$ cat src/rtl/cfg_pkg.sv
// Constants for the configuration word decode block
package cfg_pkg;
   // Program-space addresses
   localparam logic [15:0] ADDR_USER_ID0   = 16'h8000;
   localparam logic [15:0] ADDR_USER_ID3   = 16'h8003;
   localparam logic [15:0] ADDR_CFG_ONE    = 16'h8007;
   localparam logic [15:0] ADDR_CFG_TWO    = 16'h8008;
   localparam int          CFG_W           = 14;
   localparam logic [13:0] CFG_BLANK       = 14'h3fff;
   // Bits that always read as one
   localparam logic [13:0] CFG_ONE_FIXED   = 14'h3104;
   localparam logic [13:0] CFG_TWO_FIXED   = 14'h11fc;
   // Word one fields
   localparam int CLOCK_OUTPUT_PIN_BIT   = 11;
   localparam int BOR_LSB      = 9;
   localparam int CP_BIT       = 7;
   localparam int RSTPIN_BIT   = 6;
   localparam int POWERUP_TIMER_BIT     = 5;
   localparam int WDT_LSB      = 3;
   localparam int OSC_LSB      = 0;
   // Word two fields
   localparam int LVP_BIT      = 13;
   localparam int LOW_POWER_BROWNOUT_OFF_BIT    = 11;
   localparam int BROWNOUT_TRIP_SELECT_BIT     = 10;
   localparam int STK_BIT      = 9;
   localparam int WRT_LSB      = 0;
   // Self-write guard limits
   localparam logic [14:0] GUARD_LIM_10 = 15'h01ff;
   localparam logic [14:0] GUARD_LIM_01 = 15'h03ff;
   localparam logic [14:0] GUARD_LIM_00 = 15'h07ff;
   // APB register map (byte addresses)
   localparam logic [15:0] REG_CFG_ONE    = 16'h0000;
   localparam logic [15:0] REG_CFG_TWO    = 16'h0004;
   localparam logic [15:0] REG_USER_ID    = 16'h0010;
   localparam logic [15:0] REG_STATUS     = 16'h0020;
   localparam logic [15:0] REG_PROBE      = 16'h0024;
   localparam logic [15:0] REG_PROBE_RES  = 16'h0028;
   localparam logic [13:0] USER_ID_RESET  = 14'h3fff;

   typedef enum logic [1:0] {
      MODE_OFF, MODE_SOFT, MODE_RUN_ONLY, MODE_ALWAYS
   } mode_t;
   typedef enum logic [1:0] {
      OSC_INTERNAL, OSC_EXT_LOW, OSC_EXT_MEDIUM, OSC_EXT_HIGH
   } osc_t;
endpackage

$ cat src/rtl/config_word_protection_decode.sv
// Configuration word store, decode and program-memory protection
//
// Decided for this implementation: the APB slave port.
`timescale 1ns/1ps

// How it works
// RULE_01: Word one lives at 8007h, word two at 8008h.
// RULE_02: Blank or bulk-erased words read as all ones.
// RULE_03: Unimplemented configuration bits always read back as one.
// RULE_04: Word one bit 11 one gives I/O pin, zero gives clock output.
// RULE_05: Brown-out mode 11 always, 10 run only, 01 software, 00 off.
// RULE_06: Brown-out enable never turns on the power-up timer.
// RULE_07: Word one bit 7 zero enables code protection.
// RULE_08: Code protection clears only through bulk erase.
// RULE_09: While protected, external writes are blocked and reads give zeros.
// RULE_10: Processor fetch and internal reads ignore code protection.
// RULE_11: Reset-pin bit ignored with low-voltage programming; one means reset.
// RULE_12: Bit zero without low-voltage mode: digital input, pull-up by bit.
// RULE_13: Word one bit 5 zero enables the power-up timer.
// RULE_14: Watchdog mode 11 always, 10 run only, 01 software, 00 off.
// RULE_15: Oscillator 11 high, 10 medium, 01 low external, 00 internal.
// RULE_16: Word two bit 13 one permits low-voltage programming entry.
// RULE_17: Low-voltage bit cannot be zeroed when entered by low voltage.
// RULE_18: Word two bit 11 zero enables low-power brown-out.
// RULE_19: Word two bit 10 one selects low trip, zero high trip.
// RULE_20: Word two bit 9 one lets stack faults reset the device.
// RULE_21: Self-write guard protects 1FFh, 3FFh, 7FFh or nothing.
// RULE_22: Four user ID words at 8000h to 8003h stay accessible.
// RULE_23: Settings latch at reset and hold until the next reset.
module config_word_protection_decode
   import cfg_pkg::*;
(
   input  wire logic                pclk,
   input  wire logic                presetn,
   input  wire logic                clk_en,
   input  wire logic                psel,
   input  wire logic                penable,
   input  wire logic                pwrite,
   input  wire logic [15:0]         paddr,
   input  wire logic [31:0]         pwdata,
   output logic      [31:0]         prdata,
   output logic                     pready,
   output logic                     pslverr,
   input  wire logic                ext_prog_active,
   input  wire logic                lvp_entry,
   input  wire logic                bulk_erase,
   input  wire logic [15:0]         ext_addr,
   input  wire logic                ext_wr_en,
   input  wire logic [13:0]         ext_wdata,
   input  wire logic                ext_rd_en,
   input  wire logic [13:0]         ext_mem_rdata,
   output logic      [13:0]         ext_rdata,
   output logic                     ext_mem_wr_allow,
   output logic                     ext_wr_refused,
   input  wire logic                cpu_rd_en,
   input  wire logic [13:0]         cpu_mem_rdata,
   output logic      [13:0]         cpu_rdata,
   input  wire logic                soft_brownout_on,
   input  wire logic                soft_watchdog_on,
   input  wire logic                reset_pin_pullup_on,
   input  wire logic                in_sleep,
   output logic                     clock_out_on,
   output logic                     brownout_active,
   output mode_t                    brownout_mode,
   output logic                     powerup_timer_on,
   output logic                     watchdog_active,
   output mode_t                    watchdog_mode,
   output osc_t                     oscillator_select,
   output logic                     clock_input_pin_io,
   output logic                     master_clear_pin_reset,
   output logic                     master_clear_pin_pullup,
   output logic                     low_power_brownout_on,
   output logic                     brownout_trip_low,
   output logic                     stack_fault_reset_on,
   output logic                     code_protect_on,
   output logic                     low_voltage_prog_on
);
   import cfg_pkg::*;

   // Stored (nonvolatile) words and the reset-time copies
   logic [13:0] nv_one_q, nv_two_q;
   logic [13:0] act_one_q, act_two_q;
   logic        load_pend_q;
   logic [13:0] user_id_q [4];
   logic [14:0] probe_addr_q;
   logic        probe_block_q;
   logic        ext_wr_refused_q;

   // Read views, fixed bits forced high
   logic [13:0] rd_one, rd_two;
   assign rd_one = nv_one_q | CFG_ONE_FIXED;  // see RULE_03
   assign rd_two = nv_two_q | CFG_TWO_FIXED;  // see RULE_03

   logic ext_prot;
   assign ext_prot = ~nv_one_q[CP_BIT];  // see RULE_07

   logic ext_hit_one, ext_hit_two, ext_hit_id, ext_pm;
   assign ext_hit_one = ext_addr == ADDR_CFG_ONE;  // see RULE_01
   assign ext_hit_two = ext_addr == ADDR_CFG_TWO;  // see RULE_01
   assign ext_hit_id  = ext_addr >= ADDR_USER_ID0 &&
                        ext_addr <= ADDR_USER_ID3;  // see RULE_22
   assign ext_pm      = ~ext_addr[15];

   logic [13:0] one_wr;
   logic [13:0] two_wr;
   always_comb begin
      one_wr = ext_wdata & nv_one_q;
      // Flash programming only clears bits; a cleared CP stays cleared
      two_wr = ext_wdata & nv_two_q;
      if (lvp_entry) begin
         two_wr[LVP_BIT] = nv_two_q[LVP_BIT];  // see RULE_17
      end
   end

   // Nonvolatile words keep their content across resets, so a reset
   // really loads the programmed settings; only bulk erase gives ones
   always_ff @(posedge pclk) begin
      if (clk_en) begin
         if (bulk_erase) begin
            nv_one_q <= CFG_BLANK;  // see RULE_08
            nv_two_q <= CFG_BLANK;  // see RULE_02
         end else if (ext_prog_active && ext_wr_en) begin
            if (ext_hit_one) begin
               nv_one_q <= one_wr;  // see RULE_08
            end else if (ext_hit_two) begin
               nv_two_q <= two_wr;
            end
         end
      end
   end

   // Decoded settings load once after reset release and then stay
   always_ff @(posedge pclk or negedge presetn) begin
      if (!presetn) begin
         load_pend_q <= 1'b1;
         act_one_q   <= CFG_BLANK;
         act_two_q   <= CFG_BLANK;
      end else if (clk_en && load_pend_q) begin
         load_pend_q <= 1'b0;  // see RULE_23
         act_one_q   <= rd_one;
         act_two_q   <= rd_two;
      end
   end

   // Decode of the held words into device settings
   logic lvp_on;
   assign lvp_on = act_two_q[LVP_BIT];  // see RULE_16
   always_ff @(posedge pclk or negedge presetn) begin
      if (!presetn) begin
         clock_out_on            <= 1'b0;
         brownout_mode           <= MODE_ALWAYS;
         brownout_active         <= 1'b1;
         powerup_timer_on        <= 1'b0;
         watchdog_mode           <= MODE_ALWAYS;
         watchdog_active         <= 1'b1;
         oscillator_select       <= OSC_EXT_HIGH;
         clock_input_pin_io      <= 1'b0;
         master_clear_pin_reset  <= 1'b1;
         master_clear_pin_pullup <= 1'b1;
         low_power_brownout_on   <= 1'b0;
         brownout_trip_low       <= 1'b1;
         stack_fault_reset_on    <= 1'b1;
         code_protect_on         <= 1'b0;
         low_voltage_prog_on     <= 1'b1;
      end else if (clk_en) begin
         clock_out_on  <= ~act_one_q[CLOCK_OUTPUT_PIN_BIT];  // see RULE_04
         brownout_mode <= mode_t'(act_one_q[BOR_LSB +: 2]);  // see RULE_05
         case (mode_t'(act_one_q[BOR_LSB +: 2]))
            MODE_ALWAYS:   brownout_active <= 1'b1;
            MODE_RUN_ONLY: brownout_active <= ~in_sleep;
            MODE_SOFT:     brownout_active <= soft_brownout_on;
            default:       brownout_active <= 1'b0;
         endcase
         // Timer follows its own bit only, not brown-out
         powerup_timer_on <= ~act_one_q[POWERUP_TIMER_BIT];  // see RULE_06 RULE_13
         watchdog_mode <= mode_t'(act_one_q[WDT_LSB +: 2]);  // see RULE_14
         case (mode_t'(act_one_q[WDT_LSB +: 2]))
            MODE_ALWAYS:   watchdog_active <= 1'b1;
            MODE_RUN_ONLY: watchdog_active <= ~in_sleep;
            MODE_SOFT:     watchdog_active <= soft_watchdog_on;
            default:       watchdog_active <= 1'b0;
         endcase
         oscillator_select <= osc_t'(act_one_q[OSC_LSB +: 2]);  // see RULE_15
         clock_input_pin_io <= act_one_q[OSC_LSB +: 2] == 2'b00;  // see RULE_15
         if (lvp_on || act_one_q[RSTPIN_BIT]) begin
            master_clear_pin_reset  <= 1'b1;  // see RULE_11
            master_clear_pin_pullup <= 1'b1;
         end else begin
            master_clear_pin_reset  <= 1'b0;  // see RULE_12
            master_clear_pin_pullup <= reset_pin_pullup_on;
         end
         low_power_brownout_on <= ~act_two_q[LOW_POWER_BROWNOUT_OFF_BIT];  // see RULE_18
         brownout_trip_low     <= act_two_q[BROWNOUT_TRIP_SELECT_BIT];  // see RULE_19
         stack_fault_reset_on  <= act_two_q[STK_BIT];  // see RULE_20
         code_protect_on       <= ~act_one_q[CP_BIT];  // see RULE_07
         low_voltage_prog_on   <= lvp_on;  // see RULE_16
      end
   end

   // External access port
   always_ff @(posedge pclk or negedge presetn) begin
      if (!presetn) begin
         ext_rdata        <= '0;
         ext_mem_wr_allow <= 1'b0;
         ext_wr_refused_q <= 1'b0;
      end else if (clk_en) begin
         ext_mem_wr_allow <= ext_prog_active && ext_wr_en && ext_pm &&
                             !ext_prot;  // see RULE_09
         ext_wr_refused_q <= ext_prog_active && ext_wr_en &&
                             ((ext_pm && ext_prot) ||
                              (ext_hit_two && lvp_entry &&
                               !ext_wdata[LVP_BIT]));  // see RULE_17
         if (ext_rd_en) begin
            if (ext_hit_one) begin
               ext_rdata <= rd_one;
            end else if (ext_hit_two) begin
               ext_rdata <= rd_two;
            end else if (ext_hit_id) begin
               ext_rdata <= user_id_q[ext_addr[1:0]];
            end else if (ext_pm && !ext_prot) begin
               ext_rdata <= ext_mem_rdata;
            end else begin
               ext_rdata <= '0;  // see RULE_09
            end
         end
      end
   end
   assign ext_wr_refused = ext_wr_refused_q;

   // Processor reads pass untouched by code protection
   always_ff @(posedge pclk or negedge presetn) begin
      if (!presetn) begin
         cpu_rdata <= '0;
      end else if (clk_en && cpu_rd_en) begin
         cpu_rdata <= cpu_mem_rdata;  // see RULE_10
      end
   end

   // Self-write guard probe: software writes an address, reads verdict
   logic guard_hit;
   always_comb begin
      case (act_two_q[WRT_LSB +: 2])
         2'b10:   guard_hit = probe_addr_q <= GUARD_LIM_10;  // see RULE_21
         2'b01:   guard_hit = probe_addr_q <= GUARD_LIM_01;
         2'b00:   guard_hit = probe_addr_q <= GUARD_LIM_00;
         default: guard_hit = 1'b0;
      endcase
   end

   // APB slave, one wait state in each access phase
   logic apb_wr, apb_rd;
   assign apb_wr = psel && penable && pwrite;
   assign apb_rd = psel && penable && !pwrite;
   logic id_hit;
   assign id_hit = paddr >= REG_USER_ID &&
                   paddr < REG_USER_ID + 16'h0010 && paddr[1:0] == 2'b00;

   always_ff @(posedge pclk or negedge presetn) begin
      if (!presetn) begin
         probe_addr_q  <= '0;
         probe_block_q <= 1'b0;
      end else if (clk_en) begin
         probe_block_q <= guard_hit;
         if (apb_wr && pready && paddr == REG_PROBE) begin
            probe_addr_q <= pwdata[14:0];
         end
      end
   end

   generate
      for (genvar i = 0; i < 4; i++) begin : g_uid
         always_ff @(posedge pclk or negedge presetn) begin
            if (!presetn) begin
               user_id_q[i] <= USER_ID_RESET;
            end else if (clk_en) begin
               if (bulk_erase) begin
                  user_id_q[i] <= USER_ID_RESET;
               end else if (apb_wr && pready && id_hit &&
                            paddr[3:2] == i[1:0]) begin
                  user_id_q[i] <= pwdata[13:0];  // see RULE_22
               end else if (ext_prog_active && ext_wr_en && ext_hit_id &&
                            ext_addr[1:0] == i[1:0]) begin
                  user_id_q[i] <= ext_wdata;
               end
            end
         end
      end
   endgenerate

   always_ff @(posedge pclk or negedge presetn) begin
      if (!presetn) begin
         pready  <= 1'b0;
         pslverr <= 1'b0;
         prdata  <= '0;
      end else if (clk_en) begin
         pready  <= psel && penable && !pready;
         pslverr <= 1'b0;
         prdata  <= '0;
         if (psel && penable && !pready) begin
            if (paddr == REG_CFG_ONE) begin
               prdata <= {18'h0, rd_one};
               pslverr <= pwrite;
            end else if (paddr == REG_CFG_TWO) begin
               prdata <= {18'h0, rd_two};
               pslverr <= pwrite;
            end else if (id_hit) begin
               prdata <= {18'h0, user_id_q[paddr[3:2]]};
            end else if (paddr == REG_STATUS) begin
               prdata <= {28'h0, lvp_entry, ext_prot, load_pend_q,
                          ext_wr_refused_q};
               pslverr <= pwrite;
            end else if (paddr == REG_PROBE) begin
               prdata <= {17'h0, probe_addr_q};
            end else if (paddr == REG_PROBE_RES) begin
               prdata <= {31'h0, probe_block_q};
               pslverr <= pwrite;
            end else begin
               pslverr <= 1'b1;
            end
         end
      end
   end

   // Checks
   a_rd_blocked: assert property (@(posedge pclk) disable iff (!presetn)
      clk_en && ext_rd_en && ext_pm && ext_prot |=> ext_rdata == 14'h0)
      else $error("protected read not zero");  // see RULE_09
   a_wr_blocked: assert property (@(posedge pclk) disable iff (!presetn)
      clk_en && ext_wr_en && ext_pm && ext_prot |=> !ext_mem_wr_allow)
      else $error("protected write allowed");  // see RULE_09
   a_cp_sticky: assert property (@(posedge pclk) disable iff (!presetn)
      !nv_one_q[CP_BIT] && !bulk_erase |=> !nv_one_q[CP_BIT])
      else $error("code protect cleared without erase");  // see RULE_08
   a_fixed_ones: assert property (@(posedge pclk) disable iff (!presetn)
      (rd_one & CFG_ONE_FIXED) == CFG_ONE_FIXED &&
      (rd_two & CFG_TWO_FIXED) == CFG_TWO_FIXED)
      else $error("unimplemented bit low");  // see RULE_03
   a_settings_hold: assert property (@(posedge pclk) disable iff (!presetn)
      !load_pend_q |=> $stable(act_one_q) && $stable(act_two_q))
      else $error("settings changed without reset");  // see RULE_23
   a_lvp_keep: assert property (@(posedge pclk) disable iff (!presetn)
      clk_en && lvp_entry && !bulk_erase && nv_two_q[LVP_BIT]
      |=> nv_two_q[LVP_BIT])
      else $error("low voltage bit cleared");  // see RULE_17
   a_cpu_pass: assert property (@(posedge pclk) disable iff (!presetn)
      clk_en && cpu_rd_en |=> cpu_rdata == $past(cpu_mem_rdata))
      else $error("cpu read altered");  // see RULE_10
   a_pin_reset: assert property (@(posedge pclk) disable iff (!presetn)
      clk_en && lvp_on |=> master_clear_pin_reset)
      else $error("reset pin lost with low voltage");  // see RULE_11
   a_erase_blank: assert property (@(posedge pclk) disable iff (!presetn)
      clk_en && bulk_erase |=> nv_one_q == CFG_BLANK && nv_two_q == CFG_BLANK)
      else $error("erase did not blank");  // see RULE_02
   c_prot_read: cover property (@(posedge pclk) ext_rd_en && ext_prot);
   c_erase: cover property (@(posedge pclk) bulk_erase && ext_prot);
   c_apb_rd: cover property (@(posedge pclk) apb_rd && pready);
endmodule
$ cat config.mk
export PLATFORM = sky130hd
export DESIGN_NAME = config_word_protection_decode
export DESIGN_NICKNAME = d
export VERILOG_FILES = /design/src/rtl/cfg_pkg.sv /design/src/rtl/config_word_protection_decode.sv
export SDC_FILE = /design/constraint.sdc
export NUM_CORES = 1
export LEC_CHECK = 0
export BUFFER_PORTS_ARGS = -buffer_cell sky130_fd_sc_hd__clkbuf_2
export CAP_MARGIN = 20
export CORE_MARGIN = 2
export CORE_UTILIZATION = 40
export CTS_CLUSTER_SIZE = 12
export DETAILED_ROUTE_END_ITERATION = 12
export GPL_TIMING_DRIVEN = 0
export RECOVER_POWER = 100
export SLEW_MARGIN = 20
export SYNTH_ARGS = -nofsm -noshare
export SYNTH_HDL_FRONTEND = slang
export SYNTH_SLANG_ARGS = --single-unit
$ cat constraint.sdc
create_clock -name pclk -period 1.8 [get_ports pclk]
set_input_delay 0.09 -clock pclk [delete_from_list [all_inputs] [get_ports pclk]]
set_output_delay 0.09 -clock pclk [all_outputs]
set_load 0.02 [all_outputs]
Yosys cells after proc, flatten, opt, wreduce, memory -nomap -nowiden
Cells that the tools add are included. W data, S select, Z words.

Flip-flop bits (word level): 199. Bits in latches: 0. Bits in writable memories: 0. ROM bits: 0. Input port bits: 122. Logic and storage cells: 177. Memories: 0.

Add/sub/neg operators: 0. Multipliers: 0. Div/mod/pow operators: 0. Magnitude comparators: 9. Equal/unequal tests: 22. Shift operators: 0. Muxes and demuxes: 47. Bitwise operators: 11. Reduce and logical (&&, ||, !) cells: 54.

Operators by type and width (count): $mux W14 (25); $mux W15 (6); $bmux W14 S2 (2); $eq A16 B6 Y1 const B (3); $eq A16 B16 Y1 const B (2); $and A14 B14 Y14 (2); $logic_and A1 B1 Y1 (28); $eq A2 B2 Y1 const B (9); $eq A16 B3 Y1 const B (1); $ge A16 B16 Y1 const B (1); $ge A16 B5 Y1 const B (1); $le A16 B16 Y1 const B (1); $logic_not A16 Y1 (1); $lt A16 B6 Y1 const B (1); $le A15 B10 Y1 const B (1); $le A15 B11 Y1 const B (1); $le A15 B9 Y1 const B (1); $reduce_and A2 Y1 (6); $reduce_bool A3 Y1 (4); $mux W1 (11); $eq A2 B1 Y1 const B (5); $logic_not A2 Y1 (5); $pmux W1 S3 (3); $not A1 Y1 (7); other kinds (10) (16).

Longest topological paths before layout
Gate-level depths: netlist of the first run.

Word-level depth: 8. Mapped depth: 7. Mapped depth without buffers: 5.

Worst setup path before layout of the first run
No wires, ideal clock.

Path kind: input to register. From: input port ext_addr[0]. To: register nv_one_q[0] (enable). Data arrival time: 1.732 ns. Required time: 1.420 ns. Slack: -0.312 ns. Stages on the path: 6. Buffers on the path: 2. Cell sequence: buf_2 > buf_2 > nand4b_1 > nor2_1 > nand3_1 > a21oi_1.

Longest elaborated chain between the ends: 3.

Ends and longest elaborated chain: start, declared (RTL line config_word_protection_decode.sv:47) `input wire logic [15:0] ext_addr,`; $eq A16 B16 Y1 (RTL line config_word_protection_decode.sv:98) `assign ext_hit_one = ext_addr == ADDR_CFG_ONE;`; $reduce_bool A2 Y1 (no source line); $reduce_and A3 Y1 (no source line); end signal, assigned (RTL line config_word_protection_decode.sv:124) `nv_one_q <= one_wr;`; end, declared (RTL line config_word_protection_decode.sv:81) `logic [13:0] nv_one_q, nv_two_q;`.

Every way passes these cells. A chain may end at the register's enable or synchronous reset.

Worst setup path in the final report of the first run
From: register pready. To: register user_id_q[45] (netlist name).

Longest elaborated chain between the ends: 5.

Ends and longest elaborated chain: start, declared (RTL line config_word_protection_decode.sv:42) `output logic pready,`; start signal, assigned (RTL line config_word_protection_decode.sv:296) `pready <= psel && penable && !pready;`; $logic_and A1 B1 Y1 (*) (3 in series) (RTL line config_word_protection_decode.sv:278) `end else if (apb_wr && pready && id_hit &&`; $reduce_bool A3 Y1 (no source line) / $mux W14 (equally long branches); $reduce_and A2 Y1 (no source line) / $mux W14 (equally long branches); end signal, assigned by index (RTL line config_word_protection_decode.sv:280) `user_id_q[i] <= pwdata[13:0];`; end signal, assigned by index (RTL line config_word_protection_decode.sv:283) `user_id_q[i] <= ext_wdata;`; end, declared (RTL line config_word_protection_decode.sv:84) `logic [13:0] user_id_q [4];`.

Every way passes the cells marked *; elsewhere a longest branch is shown, timed or not.

==> flow_metrics.env, run 1 <==
export IMPL_worstMarginPinSlew_ps=868.0
export IMPL_antenna_left=0
export IMPL_setup_worst_path_class="reg2reg"
export IMPL_drc=0
export IMPL_drive_gt1_share_pct=52.59
export IMPL_fin_skew_ps=11.58
export IMPL_die_h_um=155.4
export IMPL_final_common_cell="clkbuf_2"
export IMPL_peakVddDrop_v=0.0006284
export IMPL_mostFrequentLayoutCells="170 x clkbuf_2, 86 x dfstp_2, 67 x dfrtp_1, 58 x nand2_1, 54 x mux2i_1"
export IMPL_final_area_mm2=0.01206
export IMPL_antenna_found_initial=0
export IMPL_htreeDepth=4
export IMPL_via_per_inst=5.802
export IMPL_die_area_mm2=0.02416
export IMPL_ys_flop_type="dfstp_2"
export IMPL_insertedDiodeCount=0
export IMPL_die_x_um=155.4
export IMPL_grt_max_degree=71
export IMPL_coreArea_mm2=0.02257
export IMPL_avgSynthCellArea_um2=12.85
export IMPL_grt_pass1_vias=7297
export IMPL_fin_util_pct=53.44
export IMPL_ys_ff_latch=170
export IMPL_drt_total_wl_mm=31.02
export IMPL_worst_slack_ps=-109.0
export IMPL_hold_viol=0
export IMPL_fill_cells=1999
export IMPL_fmax_ghz=0.5238
export IMPL_placed_cell_area_mm2=0.01052
export IMPL_area_growth_pct=31.51
export IMPL_drv_slew=0
export IMPL_ctsLongestPathBuffers=2
export IMPL_violations="setup timing"
export IMPL_period_needed_ps=1909
export IMPL_rows=55
export IMPL_wl_per_cell_um=24.10
export IMPL_final_nets=1111
export IMPL_preCtsSetupSlack_ps=-993.2
export IMPL_portBuffers=167
export IMPL_numCtsBuffers=17
export IMPL_power_density_mw_per_mm2=742.9
export IMPL_crit_fanout=5
export IMPL_leakage_uw=0.005327
export IMPL_max_cap_violations=0
export IMPL_hp_class="in2reg"
export IMPL_io_pins=204
export IMPL_ys_types=66
export IMPL_finalSetupViolCount=29
export IMPL_min_period_over_period_pct=106.1
export IMPL_clk_latency_ps=440
export IMPL_status="finished, violations left"
export IMPL_yosysWarnings=0
export IMPL_first_pass_iters=5
export IMPL_clkTransAtPathRegs_ps=80
export IMPL_dp_hpwl_mm=21.19
export IMPL_rrSetupSlack_ps=-110
export IMPL_worstPathRequired_ps=2170
export IMPL_vias=7467
export IMPL_power_uw=8961
export IMPL_cp_end_kind="flip-flop"
export IMPL_grt_pass1_wl_mm=45.79
export IMPL_cts_sinks=170
export IMPL_yosysSeqAreaShare_pct=48.42
export IMPL_start_kind="flip-flop"
export IMPL_grtUsageTotal_pct=25.83
export IMPL_rsz0062_at_grt="yes"
export IMPL_gp_congestion=0.8766
export IMPL_multi_input_area_mm2=0.004626
export IMPL_grt_overflow_total=0
export IMPL_first_iter_violations=679
export IMPL_cts_root_buf="clkbuf_16"
export IMPL_synth_edf_count=16
export IMPL_syn_cell_area_mm2=0.009173
export IMPL_async_flop_share_pct=90.59
export IMPL_regArea_mm2=0.004443
export IMPL_cts_tree="yes"
export IMPL_relSlewSlack_pct=42.14
export IMPL_cp_arrival_ps=2280
export IMPL_syn_inst=714
export IMPL_initial_core_util_pct=40.64
## final cells by class
cell class	instances	area share, %
Buffer	57	3.578
Clock buffer	17	3.527
Clock inverter	15	1.297
Inverter	9	0.2801
Multi-Input combinational cell	492	38.35
Sequential cell	170	36.83
Tap cell	285	2.956
Timing Repair Buffer	242	13.18
## cell usage after synthesis (3+ instances only)
| library cell | count | area share [%] |
|---|---|---|
| dfstp_2 | 86 | 25 |
| dfrtp_1 | 68 | 19 |
| nand2_1 | 58 | 2.4 |
| mux2i_1 | 57 | 6.2 |
| mux2_2 | 45 | 5.5 |
| a2bb2oi_2 | 30 | 4.9 |
| nor2_1 | 29 | 1.2 |
| a2bb2oi_1 | 28 | 2.7 |
| mux4_2 | 28 | 6.9 |
| o21ai_0 | 27 | 1.5 |
| a21oi_1 | 22 | 1.2 |
| buf_4 | 22 | 1.8 |
| a221oi_1 | 18 | 1.7 |
| edfxtp_1 | 16 | 5.2 |
| clkbuf_1 | 15 | 0.61 |
| o2bb2ai_1 | 11 | 1.1 |
| a21o_1 | 10 | 0.82 |
| a22oi_1 | 10 | 0.82 |
| buf_2 | 10 | 0.55 |
| mux2_4 | 10 | 1.6 |
| nand3_1 | 10 | 0.55 |
| inv_1 | 9 | 0.37 |
| buf_1 | 7 | 0.29 |
| nand4_1 | 7 | 0.48 |
| nor4_1 | 6 | 0.41 |
| buf_6 | 5 | 0.61 |
| nor2b_1 | 5 | 0.34 |
| and4_1 | 4 | 0.38 |
| or2_2 | 4 | 0.27 |
| a22o_1 | 3 | 0.29 |
| a31oi_4 | 3 | 0.70 |
| a32oi_1 | 3 | 0.29 |
| and3_1 | 3 | 0.20 |
| nor3_1 | 3 | 0.16 |
## layer usage
| layer | vias up | global-route usage, % | part of all wire, % |
|---|---|---|---|
| met3 | 66 | 5.320 | 7.2 |
| li1 | 3275 | - | - |
| met4 | 0 | 8.694 | 3.1 |
| met5 | - | 0 | 0 |
| met1 | 3743 | 35.46 | 43 |
| met2 | 383 | 40.96 | 47 |
## cell families (layout without fill, tap and decap cells)
family | count (synthesis) | after routing | share of synthesized area, %
AO/OA/AOI/OAI | 179 | 179 | 17.21
flip-flops | 170 | 170 | 48.42
AND/OR/NAND/NOR | 156 | 156 | 9.835
buffers and inverters | 68 | 340 | 4.229
other | 1 | 17 | 0.04088
multiplexers | 140 | 140 | 20.26
## what timing repair did
action                                  in CTS  in global routing
hold buffers                                42                  0
endpoints found under the hold margin      122                  0
endpoints found under the setup margin     105                 90
buffers inserted                            19                 11
resized for setup                           39                 44
pin swaps                                   11                 15
gates cloned                                 2                  1
## worst paths after layout
kind                          startpoint  cells past startpoint                to
setup / recovery                  pready                      7     user_id_q[45]
hold / removal             ext_wdata[13]                      3     user_id_q[41]
setup reg to reg                  pready                      7     user_id_q[45]
hold reg to reg                prdata[9]                      1         prdata[9]
max in group asynchronous        presetn                      4  brownout_mode[0]
min in group asynchronous        presetn                      2   probe_addr_q[2]
## registers in the layout, summed over array words and instances (netlist names), 2 cells and up
name / flops
oscillator_select: 2
prdata: 15
act_two_q: 6
nv_one_q: 10
act_one_q: 10
user_id_q: 56
nv_two_q: 6
brownout_mode: 2
ext_rdata: 14
cpu_rdata: 14
watchdog_mode: 2
probe_addr_q: 15
## worst max-delay path: stages (launching register included)
cell	delay [ps]
dfrtp_2	360
nand4_1	150
buf_4	190
buf_6	100
or3_4	380
a31oi_4	280
buf_6	210
a2bb2oi_2	150
## power by group
group	leakage, uW	internal (uW)	switching [uW]
clock	0.000285	1860	1810
sequential	0.00192	4000	81.8
combinational	0.00312	485	724
total	0.00533	6340	2620
## stage by stage
stage / hold slack (ps) / cells / setup TNS [ps]
3_5_place_dp: 9.640 / 1184 / -78760
2_1_floorplan: -205.6 / 730 / 0
5_1_grt: 10.37 / 1287 / -5124
3_3_place_gp: 324.4 / 1182 / -326300
4_1_cts: 3.051 / 1279 / -2307
6_report: 10.98 / 1287 / -1624
(Power assumes the default switching activity.)
==> run 2, diff against run 1 <==
ABC_AREA = 1   (was default)
CORE_UTILIZATION = 35   (was 40)
clock period = 2.2 ns   (was 1.8 ns; I/O delays follow)
==> flow_metrics.env, run 2 <==
export IMPL_drive_gt1_share_pct=21.13
export IMPL_die_h_um=168.5
export IMPL_syn_cell_area_mm2=0.009465
export IMPL_antenna_found_initial=1
export IMPL_coreArea_mm2=0.02673
export IMPL_via_per_inst=5.209
export IMPL_power_uw=8392
export IMPL_clkPwrFrac_pct=37.8
export IMPL_clk_latency_ps=450
export IMPL_drc=0
export IMPL_setup_worst_path_start="clk_en"
export IMPL_htreeDepth=4
export IMPL_drt_total_wl_mm=34.85
export IMPL_min_to="ext_rdata[5]"
export IMPL_wl_met3_mm=3.067
export IMPL_insertedDiodeCount=0
export IMPL_vias=9444
export IMPL_hold_viol=0
export IMPL_worstPathRequired_ps=2280
export IMPL_reg_largest_list="user_id_q x56, prdata x15, probe_addr_q x15"
export IMPL_synth_edf_count=16
export IMPL_relSlewSlack_pct=23.87
export IMPL_power_internal_uw=5689
export IMPL_cts_root_buf="clkbuf_16"
export IMPL_p_sw_uw=2703
export IMPL_die_area_mm2=0.02838
export IMPL_p_comb_share_pct=16.7
export IMPL_crit_fanout=10
export IMPL_first_pass_iters=5
export IMPL_portBuffers=168
export IMPL_leakage_uw=0.005720
export IMPL_clkTransAtPathRegs_ps=80
export IMPL_cts_sinks=170
export IMPL_rr_worst_depth=9
export IMPL_ctsLongestPathBuffers=2
export IMPL_synth_common_cells="445 x nand2_1, 159 x nand3_1, 89 x inv_1"
export IMPL_yosysWarnings=0
export IMPL_hp_class="in2reg"
export IMPL_setup_worst_path_class="in2reg"
export IMPL_grt_overflow_total=0
export IMPL_antenna_left=0
export IMPL_max_cap_violations=0
export IMPL_final_nets=1581
export IMPL_rrSetupSlack_ps=170
export IMPL_syn_inst=1229
export IMPL_ys_flop_type="dfstp_2"
export IMPL_regMostFlops="user_id_q"
export IMPL_avgSynthCellArea_um2=7.702
export IMPL_synth_most_common_cell="nand2_1"
export IMPL_synth_top_area_share_pct=23.87
export IMPL_power_density_mw_per_mm2=722.1
export IMPL_grt_pass1_wl_mm=52.45
export IMPL_mostFrequentLayoutCells="445 x nand2_1, 160 x nand3_1, 103 x clkbuf_1, 100 x clkbuf_2, 89 x inv_1"
export IMPL_initial_core_util_pct=35.42
export IMPL_fill_cells=2764
export IMPL_numCtsBuffers=17
export IMPL_io_pins=204
export IMPL_wl_per_cell_um=19.22
export IMPL_swShare_pct=32.21
export IMPL_regToRegStartpoint="pready"
export IMPL_gp_congestion=0.9467
export IMPL_rows=60
export IMPL_dr_max_layer_used="met4"
export IMPL_grt_pass1_vias=9031
export IMPL_status="finished clean"
export IMPL_yosysTopAreaCell="dfstp_2"
export IMPL_route_met2_wl_mm=15.48
export IMPL_hold_path_depth=5
export IMPL_drv_slew=0
export IMPL_yosysSeqAreaShare_pct=46.93
export IMPL_pwr_share_seq_pct=45.5
export IMPL_peakVddDrop_v=0.0003684
export IMPL_final_common_cell="nand2_1"
export IMPL_dp_hpwl_mm=26.46
export IMPL_regArea_mm2=0.004442
export IMPL_fin_tns_setup_ps=0
export IMPL_synth_area_top_cells="dfstp_2 24%, dfrtp_1 18%, nand2_1 18%"
export IMPL_cp_arrival_ps=2120
export IMPL_finalSetupViolCount=0
export IMPL_grtUsageTotal_pct=24.50
export IMPL_min_period_over_period_pct=92.76
export IMPL_fmax_ghz=0.4900
export IMPL_drt_met1_wl_mm=15.08
export IMPL_area_growth_pct=22.78
export IMPL_ys_ff_latch=170
export IMPL_grt_max_degree=87
export IMPL_rsz0062_at_grt="no"
export IMPL_worstMarginPinSlew_ps=1132
export IMPL_r2r_end="user_id_q[19]"
export IMPL_start_kind="input pin"
export IMPL_async_flop_share_pct=90.59
export IMPL_die_x_um=168.5
export IMPL_largest_reg_flops=56
export IMPL_fin_skew_ps=15.66
export IMPL_ys_types=43
export IMPL_cp_end_kind="flip-flop"
export IMPL_min_from="ext_mem_rdata[5]"
export IMPL_period_needed_ps=2041
export IMPL_multi_input_area_mm2=0.004278
export IMPL_cts_tree="yes"
export IMPL_first_iter_violations=1166
[run 2: cell count changes in the layout (fill, tap and decap cells not counted), moves of 28 or more]
cell / delta
a2bb2oi_2: -41
clkbuf_1: +92
clkbuf_2: -70
inv_1: +80
mux2i_1: -54
mux4_2: -28
nand2_1: +387
nand3_1: +151
nor2_1: +42
o21ai_0: +59
[run 2: cells by family after synthesis]
family	after synthesis	share of synthesized area, %
multiplexers	30	3.569
AO/OA/AOI/OAI	143	8.606
other	1	0.03962
buffers and inverters	170	8.354
flip-flops	170	46.93
AND/OR/NAND/NOR	715	32.50
[run 2: repair_timing]
action                     in CTS  in global routing
hold buffers                   27                  0
pin swaps                       0                  0
setup endpoints to repair      10                  8
setup buffers                   0                  0
gates resized for setup         1                  1
hold endpoints to repair       59                  0
[run 2: area by class of cell]
type	count	share of cell area, %
flip-flops and latches	170	38.22
multi-input cells	905	36.81
repair buffers	196	9.130
clock buffers	19	3.994
well taps	341	3.671
plain buffers	72	3.585
inverters	97	3.176
clock inverters	13	1.410
[run 2: power groups by stage]
stage | logic, uW | clock network, uW | registers [uW]
after floorplan | 656 | 0 | 3920
after global placement | 1350 | 0 | 3860
after detailed placement | 1370 | 0 | 3870
after CTS | 1420 | 3230 | 3810
after global routing | 1540 | 3360 | 3850
final | 1410 | 3170 | 3820
[run 2: how the worst max path moves through the flow]
| stage | to | slack (ps) | depth (start not counted) |
|---|---|---|---|
| final | nv_one_q[6] | 160 | 6 |
| after global routing | user_id_q[37] | 50 | 13 |
| after CTS | nv_two_q[1] | 80 | 6 |
| after detailed placement | nv_one_q[6] | -540 | 6 |
| after global placement | probe_addr_q[5] | -1720 | 1 |
| after floorplan | nv_one_q[0] | 100 | 6 |
[run 2: critical path: stages]
cell and delay [ps]:
buf_2 290, buf_2 390, clkinv_1 410, nor2_1 280, inv_1 130, o21ai_2 490
[run 2: stage by stage]
step,cells,hold WS [ps],instance area (um^2),setup slack [ps],util [%]
3_5_place_dp,1755,152.9,10830,-536.9,40.52
4_1_cts,1814,10.39,11730,81.64,43.90
2_1_floorplan,1245,-185.6,9525,104.5,-
5_1_grt,1813,30.05,11620,48.93,43.48
6_report,1813,25.10,11620,159.4,43.48
3_3_place_gp,1754,302.7,10790,-1724,40.38
[run 2: metal layers]
layer,global-route usage (%),vias up
li1,-,4454
met1,33.18,4460
met2,38.67,469
met3,4.746,61
met4,9.933,0
met5,0,-
